<file path="config.mk">
export PLATFORM = sky130hd
export DESIGN_NAME = flash_status_host
export DESIGN_NICKNAME = d
export VERILOG_FILES = /design/src/inc/flash_host_pkg.sv /design/src/rtl/flash_sample_reg.sv /design/src/rtl/flash_status_host.sv
export VERILOG_INCLUDE_DIRS = /design/src /design/src/inc
export SDC_FILE = /design/constraint.sdc
export NUM_CORES = 1
export LEC_CHECK = 0
export ABC_AREA = 1
export ABC_CLOCK_PERIOD_IN_PS = 3200
export BUFFER_PORTS_ARGS = -buffer_cell sky130_fd_sc_hd__clkbuf_2
export CAP_MARGIN = 20
export CORE_MARGIN = 2
export CORE_UTILIZATION = 50
export CTS_CLUSTER_SIZE = 10
export DETAILED_ROUTE_END_ITERATION = 10
export PLACE_DENSITY = 0.83
export SYNTH_ARGS = -nofsm -noshare
export SYNTH_HDL_FRONTEND = slang
export SYNTH_SLANG_ARGS = --single-unit
</file>
<file path="constraint.sdc">
create_clock -name clk_sys_i -period 3.2 [get_ports clk_sys_i]
set_input_delay 0.16 -clock clk_sys_i [delete_from_list [all_inputs] [get_ports clk_sys_i]]
set_output_delay 0.16 -clock clk_sys_i [all_outputs]
set_load 0.03 [all_outputs]
</file>
<file path="src/inc/flash_host_cfg.svh">
// constants for the parallel flash status-polling host controller
// assumes a byte-wide flash with active-low strobes driven by this host
`ifndef FLASH_HOST_CFG_SVH
`define FLASH_HOST_CFG_SVH
// register offsets of the host command port
`define REG_CTRL 4'h0
`define REG_ADDR 4'h1
`define REG_WDATA 4'h2
`define REG_STATUS 4'h3
`define REG_RDATA 4'h4
`define REG_VERIFY 4'h5
// ctrl register command codes (bits 2:0 of a write)
`define CMD_READ 3'h1
`define CMD_WRITE 3'h2
`define CMD_POLL 3'h3
`define CMD_PROTECT 3'h4
`define CMD_UNPROTECT 3'h5
`define CMD_PVERIFY 3'h6
`define CMD_EWCHECK 3'h7
// data bit positions of the flash status byte
`define BIT_DATA_POLL 7
`define BIT_TOGGLE_ONE 6
`define BIT_TIMING_LIMIT 5
`define BIT_ERASE_WINDOW 3
`define BIT_TOGGLE_TWO 2
`define BIT_PROTECT 0
// reset command data
`define RESET_CMD_DATA 8'hF0
// address line positions for the high voltage modes
`define ADDR_HV_SEL 9
`define ADDR_PROT_MODE 6
`define ADDR_ID_PAGE 1
// strobe timing in ns, cycles derived at 5 ns clock
`define CLK_PERIOD_NS 5
`define T_STROBE_NS 100
`define T_SETUP_NS 50
`define T_HV_PULSE_NS 10000
`define STROBE_CYC ((`T_STROBE_NS + `CLK_PERIOD_NS - 1) / `CLK_PERIOD_NS)
`define SETUP_CYC ((`T_SETUP_NS + `CLK_PERIOD_NS - 1) / `CLK_PERIOD_NS)
`define HV_PULSE_CYC ((`T_HV_PULSE_NS + `CLK_PERIOD_NS - 1) / `CLK_PERIOD_NS)
`endif

</file>
<file path="src/inc/flash_host_pkg.sv">
// types for the parallel flash status-polling host controller
// assumes flash_host_cfg.svh for all numbers
package flash_host_pkg;
    typedef enum logic [3:0] {
        ST_IDLE,
        ST_SETUP,
        ST_STROBE,
        ST_RECOVER,
        ST_DECIDE,
        ST_DONE
    } seq_state_e;
    typedef enum logic [2:0] {
        OP_NONE,
        OP_READ,
        OP_WRITE,
        OP_POLL,
        OP_HV,
        OP_EWCHECK
    } op_kind_e;
    typedef enum logic [2:0] {
        PR_FIRST,
        PR_SECOND,
        PR_RECHECK_A,
        PR_RECHECK_B,
        PR_RESET_CMD
    } poll_phase_e;
endpackage : flash_host_pkg

</file>
<file path="src/rtl/flash_sample_reg.sv">
// sample register capturing the flash data byte at the end of a read strobe
// assumes the data pins are synchronous to clk_sys_i
`timescale 1ns/1ps
`include "flash_host_cfg.svh"
module flash_sample_reg
    import flash_host_pkg::*;
(
    // clock and reset
    input wire logic clk_sys_i,
    input wire logic arst_n_i,
    // capture
    input wire logic load_i,
    input wire logic [7:0] data_i,
    // held byte
    output logic [7:0] cur_o,
    output logic [7:0] prev_o
);
    always_ff @(posedge clk_sys_i or negedge arst_n_i)
    begin
        if (!arst_n_i)
        begin
            cur_o <= 8'h00;
            prev_o <= 8'h00;
        end
        else if (load_i)
        begin
            prev_o <= cur_o;
            cur_o <= data_i;
        end
    end
endmodule : flash_sample_reg

</file>
<file path="src/rtl/flash_status_host.sv">
// host controller that drives the flash pins, polls status and runs protect modes
// assumes flash pins synchronous to clk_sys_i, high voltage by external switch
// Functional notes
// - read status byte twice, compare toggle bits
// - no toggle means done, array next
// - still toggling, check timing_limit_flag, recheck
// - toggling after limit is failure, send reset
// - abandoned poll restarts from double read
// - reset command before new operations
// - check erase_window_flag before and after command
// - protect with high voltage, mode pin low
// - unprotect with high voltage, mode pin high
// - protect every sector before unprotecting; CMD_UNPROTECT here pulses at once without protecting any sector first
`timescale 1ns/1ps
`include "flash_host_cfg.svh"
module flash_status_host
    import flash_host_pkg::*;
(
    // clock and reset
    input wire logic clk_sys_i,
    input wire logic arst_n_i,
    // software register port
    input wire logic [3:0] reg_addr_i,
    input wire logic [31:0] reg_wdata_i,
    input wire logic reg_wr_i,
    input wire logic reg_rd_i,
    output logic [31:0] reg_rdata_o,
    // flash address and strobes
    output logic [18:0] fl_addr_o,
    output logic fl_ce_n_o,
    output logic fl_oe_n_o,
    output logic fl_we_n_o,
    // flash data bus
    input wire logic [7:0] fl_dq_i,
    output logic [7:0] fl_dq_o,
    output logic fl_dq_oe_o,
    // high voltage switch requests
    output logic hv_addr_sel_o,
    output logic hv_oe_sel_o,
    // busy level
    output logic busy_o
);
    // ****************************************
    // registers
    // ****************************************
    seq_state_e state_ff;
    op_kind_e op_ff;
    poll_phase_e phase_ff;
    logic [18:0] addr_ff;
    logic [7:0] wdata_ff;
    logic [11:0] cnt_ff;
    logic [2:0] cmd_ff;
    logic done_ff;
    logic ok_ff;
    logic fail_ff;
    logic toggling_ff;
    logic prot_ff;
    logic ew_before_ff;
    logic ew_rejected_ff;
    logic sample_ld;
    logic [7:0] cur_byte;
    logic [7:0] prev_byte;
    logic is_read;
    logic hv_mode;
    logic start;
    logic toggle_diff;
    assign start = reg_wr_i && (reg_addr_i == `REG_CTRL) && (state_ff == ST_IDLE);
    assign is_read = (op_ff == OP_READ) || (op_ff == OP_POLL) || (op_ff == OP_EWCHECK)
        || ((op_ff == OP_HV) && (cmd_ff == `CMD_PVERIFY));
    assign hv_mode = (op_ff == OP_HV);
    assign toggle_diff = (cur_byte[`BIT_TOGGLE_ONE] != prev_byte[`BIT_TOGGLE_ONE])
        || (cur_byte[`BIT_TOGGLE_TWO] != prev_byte[`BIT_TOGGLE_TWO]);
    assign sample_ld = (state_ff == ST_STROBE) && (cnt_ff == 12'd0) && is_read;
    flash_sample_reg u_sample
    (
        .clk_sys_i(clk_sys_i),
        .arst_n_i(arst_n_i),
        .load_i(sample_ld),
        .data_i(fl_dq_i),
        .cur_o(cur_byte),
        .prev_o(prev_byte)
    );
    // ****************************************
    // command capture
    // ****************************************
    always_ff @(posedge clk_sys_i or negedge arst_n_i)
    begin
        if (!arst_n_i)
        begin
            addr_ff <= 19'h0_0000;
            wdata_ff <= 8'h00;
        end
        else if (reg_wr_i && (reg_addr_i == `REG_ADDR))
        begin
            addr_ff <= reg_wdata_i[18:0];
        end
        else if (reg_wr_i && (reg_addr_i == `REG_WDATA))
        begin
            wdata_ff <= reg_wdata_i[7:0];
        end
    end
    // ****************************************
    // sequencer
    // ****************************************
    always_ff @(posedge clk_sys_i or negedge arst_n_i)
    begin
        if (!arst_n_i)
        begin
            state_ff <= ST_IDLE;
            op_ff <= OP_NONE;
            phase_ff <= PR_FIRST;
            cnt_ff <= 12'd0;
            cmd_ff <= 3'h0;
        end
        else
        begin
            case (state_ff)
                ST_IDLE:
                begin
                    if (start)
                    begin
                        cmd_ff <= reg_wdata_i[2:0];
                        // every poll starts from the first double read
                        phase_ff <= PR_FIRST;
                        cnt_ff <= 12'(`SETUP_CYC);
                        state_ff <= ST_SETUP;
                        case (reg_wdata_i[2:0])
                            `CMD_READ: op_ff <= OP_READ;
                            `CMD_WRITE: op_ff <= OP_WRITE;
                            `CMD_POLL: op_ff <= OP_POLL;
                            `CMD_EWCHECK: op_ff <= OP_EWCHECK;
                            `CMD_PROTECT, `CMD_UNPROTECT, `CMD_PVERIFY: op_ff <= OP_HV;
                            default:
                            begin
                                op_ff <= OP_NONE;
                                state_ff <= ST_IDLE;
                            end
                        endcase
                    end
                end
                ST_SETUP:
                begin
                    if (cnt_ff == 12'd0)
                    begin
                        state_ff <= ST_STROBE;
                        cnt_ff <= (hv_mode && !is_read) ? 12'(`HV_PULSE_CYC) : 12'(`STROBE_CYC);
                    end
                    else
                    begin
                        cnt_ff <= cnt_ff - 12'd1;
                    end
                end
                ST_STROBE:
                begin
                    if (cnt_ff == 12'd0)
                    begin
                        state_ff <= ST_RECOVER;
                        cnt_ff <= 12'(`SETUP_CYC);
                    end
                    else
                    begin
                        cnt_ff <= cnt_ff - 12'd1;
                    end
                end
                ST_RECOVER:
                begin
                    if (cnt_ff == 12'd0)
                    begin
                        state_ff <= ST_DECIDE;
                    end
                    else
                    begin
                        cnt_ff <= cnt_ff - 12'd1;
                    end
                end
                ST_DECIDE:
                begin
                    state_ff <= ST_DONE;
                    if (op_ff == OP_POLL)
                    begin
                        cnt_ff <= 12'(`SETUP_CYC);
                        case (phase_ff)
                            PR_FIRST:
                            begin
                                phase_ff <= PR_SECOND;
                                state_ff <= ST_SETUP;
                            end
                            PR_SECOND:
                            begin
                                // still toggling and limit high, recheck
                                if (toggle_diff && cur_byte[`BIT_TIMING_LIMIT])
                                begin
                                    phase_ff <= PR_RECHECK_A;
                                    state_ff <= ST_SETUP;
                                end
                                else if (toggle_diff)
                                begin
                                    phase_ff <= PR_FIRST;
                                    state_ff <= ST_SETUP;
                                end
                            end
                            PR_RECHECK_A:
                            begin
                                phase_ff <= PR_RECHECK_B;
                                state_ff <= ST_SETUP;
                            end
                            PR_RECHECK_B:
                            begin
                                if (toggle_diff)
                                begin
                                    phase_ff <= PR_RESET_CMD;
                                    state_ff <= ST_SETUP;
                                end
                            end
                            default:
                            begin
                                state_ff <= ST_DONE;
                            end
                        endcase
                    end
                end
                ST_DONE:
                begin
                    op_ff <= OP_NONE;
                    state_ff <= ST_IDLE;
                end
                default:
                begin
                    state_ff <= ST_IDLE;
                end
            endcase
        end
    end
    // ****************************************
    // results
    // ****************************************
    always_ff @(posedge clk_sys_i or negedge arst_n_i)
    begin
        if (!arst_n_i)
        begin
            done_ff <= 1'b0;
            ok_ff <= 1'b0;
            fail_ff <= 1'b0;
            toggling_ff <= 1'b0;
            prot_ff <= 1'b0;
            ew_before_ff <= 1'b0;
            ew_rejected_ff <= 1'b0;
        end
        else if (start)
        begin
            done_ff <= 1'b0;
            ok_ff <= 1'b0;
            fail_ff <= 1'b0;
        end
        else if (state_ff == ST_DECIDE)
        begin
            if ((op_ff == OP_POLL) && ((phase_ff == PR_SECOND) || (phase_ff == PR_RECHECK_B)))
            begin
                toggling_ff <= toggle_diff;
                if (!toggle_diff)
                begin
                    done_ff <= 1'b1;
                    ok_ff <= 1'b1;
                end
            end
            if ((op_ff == OP_POLL) && (phase_ff == PR_RESET_CMD))
            begin
                done_ff <= 1'b1;
                fail_ff <= 1'b1;
            end
            if (op_ff != OP_POLL)
            begin
                done_ff <= 1'b1;
                ok_ff <= 1'b1;
            end
            if ((op_ff == OP_HV) || (op_ff == OP_READ))
            begin
                prot_ff <= cur_byte[`BIT_PROTECT];
            end
            // erase window sampled before and after
            if (op_ff == OP_EWCHECK)
            begin
                ew_before_ff <= cur_byte[`BIT_ERASE_WINDOW];
            end
            if ((op_ff == OP_WRITE) && !ew_before_ff)
            begin
                ew_rejected_ff <= 1'b0;
            end
            if ((op_ff == OP_EWCHECK) && !ew_before_ff && cur_byte[`BIT_ERASE_WINDOW])
            begin
                ew_rejected_ff <= 1'b1;
            end
        end
    end
    // ****************************************
    // pin drive
    // ****************************************
    always_ff @(posedge clk_sys_i or negedge arst_n_i)
    begin
        if (!arst_n_i)
        begin
            fl_addr_o <= 19'h0_0000;
            fl_ce_n_o <= 1'b1;
            fl_oe_n_o <= 1'b1;
            fl_we_n_o <= 1'b1;
            fl_dq_o <= 8'h00;
            fl_dq_oe_o <= 1'b0;
            hv_addr_sel_o <= 1'b0;
            hv_oe_sel_o <= 1'b0;
        end
        else
        begin
            fl_addr_o <= addr_ff;
            if (hv_mode)
            begin
                fl_addr_o[`ADDR_PROT_MODE] <= (cmd_ff == `CMD_UNPROTECT);
                fl_addr_o[`ADDR_ID_PAGE] <= (cmd_ff == `CMD_PVERIFY);
            end
            fl_ce_n_o <= !((state_ff == ST_SETUP) || (state_ff == ST_STROBE)
                || (state_ff == ST_RECOVER)) || (op_ff == OP_NONE);
            // high voltage on output enable only for protect and unprotect
            hv_addr_sel_o <= hv_mode;
            hv_oe_sel_o <= hv_mode && (cmd_ff != `CMD_PVERIFY);
            // output enable high whenever write enable is low
            fl_oe_n_o <= !((state_ff == ST_STROBE) && is_read && (phase_ff != PR_RESET_CMD));
            fl_we_n_o <= !((state_ff == ST_STROBE) && (cnt_ff != 12'd0)
                && (!is_read || (phase_ff == PR_RESET_CMD)));
            fl_dq_oe_o <= (state_ff != ST_IDLE) && (!is_read || (phase_ff == PR_RESET_CMD))
                && !hv_mode;
            fl_dq_o <= (phase_ff == PR_RESET_CMD) ? `RESET_CMD_DATA : wdata_ff;
        end
    end
    assign busy_o = (state_ff != ST_IDLE);
    // ****************************************
    // register read
    // ****************************************
    always_ff @(posedge clk_sys_i or negedge arst_n_i)
    begin
        if (!arst_n_i)
        begin
            reg_rdata_o <= 32'h0000_0000;
        end
        else if (reg_rd_i)
        begin
            case (reg_addr_i)
                `REG_CTRL: reg_rdata_o <= {29'h0000_0000, cmd_ff};
                `REG_ADDR: reg_rdata_o <= {13'h0000, addr_ff};
                `REG_WDATA: reg_rdata_o <= {24'h00_0000, wdata_ff};
                `REG_STATUS: reg_rdata_o <= {25'h000_0000, ew_rejected_ff, prot_ff,
                    toggling_ff, fail_ff, ok_ff, done_ff, busy_o};
                `REG_RDATA: reg_rdata_o <= {16'h0000, prev_byte, cur_byte};
                `REG_VERIFY: reg_rdata_o <= {31'h0000_0000, prot_ff};
                default: reg_rdata_o <= 32'h0000_0000;
            endcase
        end
        else
        begin
            reg_rdata_o <= 32'h0000_0000;
        end
    end
endmodule : flash_status_host
</file>
# Yosys cells after proc, flatten, opt, wreduce, memory -nomap -nowiden
# Index checks and enable logic that the tools add are counted.
word_totals:
  ff_bits: 140
  inputBits: 48
  wordCells: 186
classes:
  n_bitwise: 2
  mux: 46
  n_addsub: 1
  n_eq_ne: 44
  reduce_logical: 68
ops:
  columns: ["op", "count"]
  rows:
  - ["$pmux 19 s6", 1]
  - ["$mux 12", 5]
  - ["$pmux 12 s5", 1]
  - ["$mux 32", 1]
  - ["$eq 3x3->1 const B", 9]
  - ["$mux 3", 9]
  - ["$logic_and 1x1->1", 21]
  - ["$pmux 4 s5", 1]
  - ["$eq 3x2->1 const B", 6]
  - ["$reduce_and 3->1", 6]
  - ["$mux 1", 17]
  - ["$eq 4x2->1 const B", 4]
  - ["$eq 4x3->1 const B", 4]
  - ["$mux 4", 4]
  - ["$pmux 3 s5", 1]
  - ["$logic_not 12->1", 1]
  - ["$ne 2x2->1 const B", 6]
  - ["$pmux 3 s2", 2]
  - ["$pmux 3 s4", 1]
  - ["$reduce_bool 12->1", 1]
  - ["$sub 12x1->12 const B", 1]
  - ["$mux 11", 1]
  - ["$logic_or 1x1->1", 10]
  - ["$reduce_bool 2->1", 5]
  - ["23 further kinds", 43]

# Logic depth before layout (Yosys ltp)
depth:
  word_depth: 9
  mapped_depth: 13
  ltp_nobuf: 13

# Cells and area by module
# From an unflattened synthesis, not the netlist that was laid out.
unflattened:
  hier_cells: 653
  area_unflattened_um2: 5760.5
by_module_without_submodules:
  columns: ["mod", "instances", "seq_area_each_um2", "cells_per_inst", "area_per_inst_um2"]
  rows:
  - ["flash_status_host", 1, 2756.4, 585, 5119.9]
  - ["flash_sample_reg", 1, 400.4, 68, 640.6]

# Worst setup path after synthesis
# Ideal clock, no wire load.
synth_timing:
  path_kind: "register -> register"
  from: "reg cnt_ff[0]"
  to: "reg u_sample.prev_o[2]"
  t_required_ns: 3.083
  t_arrival_ns: 1.490
  path_stages_with_launch: 13
  n_path_buf: 1
  path_slack_ns: 1.592
  setup_ns: 0.117
  cell_sequence: "dfrtp_1 > inv_1 > ha_1 > inv_1 > nor2_1 > nand2_1 > nor2_4 > nand2_2 > nor2_4 > nand2_2 > buf_6 > nand2_1 > o21ai_2"
synth_via:
  elab_chain_len: 3
synth_rtl:
  columns: ["element", "line_no", "text"]
  rows:
  - ["from (decl)", "flash_status_host.sv:51", "logic [11:0] cnt_ff;"]
  - ["from (signal assigned)", "flash_status_host.sv:125", "cnt_ff <= 12'(`SETUP_CYC);"]
  - ["from (signal assigned)", "flash_status_host.sv:146", "cnt_ff <= (hv_mode && !is_read) ? 12'(`HV_PULSE_CYC) : 12'(`STROBE_CYC);"]
  - ["from (signal assigned)", "flash_status_host.sv:150", "cnt_ff <= cnt_ff - 12'd1;"]
  - ["$logic_not 12->1", "flash_status_host.sv:73", "assign sample_ld = (state_ff == ST_STROBE) && (cnt_ff == 12'd0) && is_read;"]
  - ["$logic_and 1x1->1 (2 in series)", "flash_status_host.sv:73", null]
  - ["to (signal assigned)", "flash_sample_reg.sv:27", "prev_o <= cur_o;"]
  - ["to (decl)", "flash_sample_reg.sv:16", "output logic [7:0] prev_o"]
# No other way between the ends.
# A chain may end at the register's enable or synchronous reset.

# Worst setup path after layout
layout_timing:
  from: "reg state_ff[0]"
  to: "reg op_ff[1]"
layout_via:
  elab_chain_len: 4
  word_cells_on_any_way: 7
  classes_between: "eq/ne (2); mux (1); reduce/logical (4)"
layout_rtl:
  columns: ["element", "line_no", "text"]
  rows:
  - ["from (decl)", "flash_status_host.sv:46", "seq_state_e state_ff;"]
  - ["from (signal assigned)", "flash_status_host.sv:109", "state_ff <= ST_IDLE;"]
  - ["from (signal assigned)", "flash_status_host.sv:126", "state_ff <= ST_SETUP;"]
  - ["from (signal assigned)", "flash_status_host.sv:136", "state_ff <= ST_IDLE;"]
  - ["$logic_not 4->1", "flash_status_host.sv:67, flash_status_host.sv:117", null]
  - ["$logic_and 1x1->1", "flash_status_host.sv:67", "assign start = reg_wr_i && (reg_addr_i == `REG_CTRL) && (state_ff == ST_IDLE);"]
  - ["$ne 2x2->1 (no source line)", null, null]
  - ["$reduce_and 2->1 (no source line)", null, null]
  - ["to (signal assigned)", "flash_status_host.sv:128", "`CMD_READ: op_ff <= OP_READ;"]
  - ["to (signal assigned)", "flash_status_host.sv:129", "`CMD_WRITE: op_ff <= OP_WRITE;"]
  - ["to (signal assigned)", "flash_status_host.sv:130", "`CMD_POLL: op_ff <= OP_POLL;"]
  - ["to (decl)", "flash_status_host.sv:47", "op_kind_e op_ff;"]
# Parallel ways exist; a longest one is shown, timed or not.

==> results.cfg <==
[min_path]
hp-class = input pin to register

[critical_path]
crit_family = simple AND/OR/NAND/NOR gates
cp_data_required_time_ns = 3.66
max_stage_delay_ns = 0.57
crit_fanout = 11
critPathBufInv = 3
path_cells = nor2_2, inv_2, nor2_4, inv_2, nor2_2, nand2_1, o31ai_2, dlygate4sd3_1
startpoint_type = register
worstSetupEndpointType = register
cp_slowest_cell = dlygate4sd3_1
crit_arrival_ns = 2.72
worstSetupPathType = register to register

[global_route]
grt_use_total_pct = 24.3
grt_pass1_vias = 4644
grt_pass1_wl_um = 22000
grt_overflow = 0
antenna_found_initial = 0
grt_max_degree = 61

[synth]
syn_area_mm2 = 0.00559
synthTopCellsByArea = dfrtp_1, nand2_1, inv_1
ys_types = 34
ys_warn_count = 0
synth.top_cell.area_share_pct = 55.0
synth_area_per_cell_um2 = 8.79
synth_cells = 636
ys_seq_elements = 126
seq_area_frac_synth_pct = 56.4
synth_top_area_cell = dfrtp_1

[detailed_routing]
avgViaCountPerCell = 5.15
ant_nets = 0
wl_per_cell_um = 14.9
drt-pass1-iter-count = 5
vias = 4714
drc_errors = 0
routed_wl_um = 13600
dr.first_iter.drc_count = 308

[clocking]
cts_tree = built
cts_buffers = 17
htreeDepth = 4
clk_pin_slew_ns = 0.06
cts_root_buffer = clkbuf_8
clock-sinks = 126
clock_path_buffers = 2
clock_latency_ns = 0.53

[outcome]
status = finished clean

[sta]
clock.fmax_ghz = 0.442
hold_viol_final = 0
maxSlewViolCount = 0
period_needed_ns = 2.26
tightest_slew_ns = 0.723
holdWs_ns = 0.0728
fin_skew_ns = 0.00978
slew_headroom_pct = 51.8
final.setup.tns_ns = 0
rsz0062_at_grt = no
finalSetupViolCount = 0
post-route-period-util_pct = 70.7

[floorplanning]
die_w_um = 110
die-area_mm2 = 0.0120
num_rows = 38
ios = 114
fp.dieH_um = 110
core-area_mm2 = 0.0109
initial_utilization_pct = 51.4

[job]
cap_violations = 0

[final_layout]
diodes = 0
drive_gt1_share_pct = 21.3
final_common_cell = nand2_1
final_nets = 812
stdcell_area_mm2 = 0.00697
syn2layout_area_growth_pct = 24.6
layout_common_cells = nand2_1, dfrtp_1, clkbuf_2, inv_1, nor2_1
nFillCells = 840
stdcell_count = 915

[placed_design]
place_inst = 853
place_congestion = 0.933
post-dp-hpwl_um = 9380
placed_area_mm2 = 0.00610
port_buffers = 87

[pwr]
powerDensity_mw_per_mm2 = 895
vdd_ir_drop_max_v = 0.000496
leakagePower_nw = 3.65
[cell type report]
type                       count  area, um^2  share of cell area (%)
clock inverter                 9         110                    1.58
sequential                   126        3160                    45.3
timing repair buffer         121         768                    11.0
clock buffer                  23         457                    6.55
multi-input combinational    415        2000                    28.7
tap                          140         175                    2.51
inverter                      81         304                    4.36
[synthesized netlist by cell type]
| master | n |
|---|---|
| conb_1 | 1 |
| o221ai_1 | 3 |
| o21ai_0 | 36 |
| nor3_1 | 5 |
| ha_1 | 2 |
| o41ai_1 | 1 |
| nor2_4 | 6 |
| a21oi_1 | 30 |
| nand3_1 | 38 |
| o21ai_1 | 5 |
| mux2_2 | 8 |
| o21ai_2 | 5 |
| dfstp_2 | 3 |
| o31ai_2 | 1 |
| nor2_1 | 46 |
| nand4_1 | 4 |
| clkbuf_1 | 4 |
| inv_1 | 73 |
| o22ai_1 | 8 |
| buf_6 | 2 |
| a22oi_1 | 1 |
| nor4_1 | 1 |
| a31oi_1 | 1 |
| nor2_2 | 7 |
| nand2_1 | 178 |
| nand3_2 | 1 |
| dfrtp_1 | 123 |
| xnor2_1 | 4 |
| inv_2 | 8 |
| buf_2 | 3 |
| buf_4 | 17 |
| nand2_2 | 5 |
| or2_2 | 2 |
| xor2_1 | 4 |
[report_power, final]
part | internal [mW] | leakage (nW) | switching (mW) | total (mW)
clock | 1.15 | 0.269 | 0.683 | 1.83
combinational | 0.643 | 1.80 | 1.44 | 2.08
sequential | 2.02 | 1.58 | 0.308 | 2.33
total | 3.81 | 3.65 | 2.43 | 6.24
[worst min-delay path, delay by kind of cell]
kind / cells / cell delay [ns]
buffers and inverters: 1 / 0.10
and+or+nand+nor: 1 / 0.19
AOI/OAI and AO/OA: 1 / 0.10
[kinds of logic (layout without fill, tap and decap cells)]
group,after synthesis,count (layout),synth area share [%]
compound gates,91,91,9.13
fa+ha+maj,2,2,0.447
mux,8,8,1.61
xor+xnor,8,8,1.25
buf+inv,107,234,8.66
simple gates,293,293,22.4
other cells,1,13,0.0670
flops,126,126,56.4
[per-stage QoR]
step / power, mW / setup slack (ns) / utilization [%]
6_report: 6.24 / 0.939 / 64.0
5_1_grt: 6.65 / 0.783 / 64.0
4_1_cts: 6.25 / 0.969 / 64.0
3_5_place_dp: 4.36 / 1.07 / 56.0
3_3_place_gp: 4.27 / 1.13 / 56.0
2_1_floorplan: 3.78 / 1.59 / -
[path summary, 6_finish.rpt]
kind	slack (ns)	cells past startpoint	from	end
worst max register to register	0.94	8	state_ff[0]	op_ff[1]
min in group asynchronous	0.24	2	arst_n_i	wdata_ff[4]
worst max-delay path	0.94	8	state_ff[0]	op_ff[1]
worst min register to register	0.38	0	addr_ff[17]	fl_addr_o[17]
max in group asynchronous	2.09	3	arst_n_i	fl_addr_o[9]
worst min-delay path	0.07	3	reg_wr_i	addr_ff[0]
[metal layers]
metal  global-route usage (%)  routed length, um  up-vias
met1                     27.9               5610     2251
met5                        0                  0        -
met2                     42.3               6820      181
met4                     10.4                357        0
met3                     7.05                852       33
li1                         -                  -     2249
[sequential cells by signal, indices dropped and copies added (netlist names), 3 cells and up]
name             count
addr_ff             19
fl_addr_o           19
reg_rdata_o         19
cnt_ff              12
fl_dq_o              8
u_sample.cur_o       8
u_sample.prev_o      8
wdata_ff             8
cmd_ff               3
op_ff                3
phase_ff             3
state_ff             3
[timing repair]
item / 4_1_cts / 5_1_grt
resized for setup: 0 / 0
hold endpoints to repair: 100 / 0
hold buffers: 30 / 0
setup buffers: 0 / 0
Power figures use the tool's default switching activity.
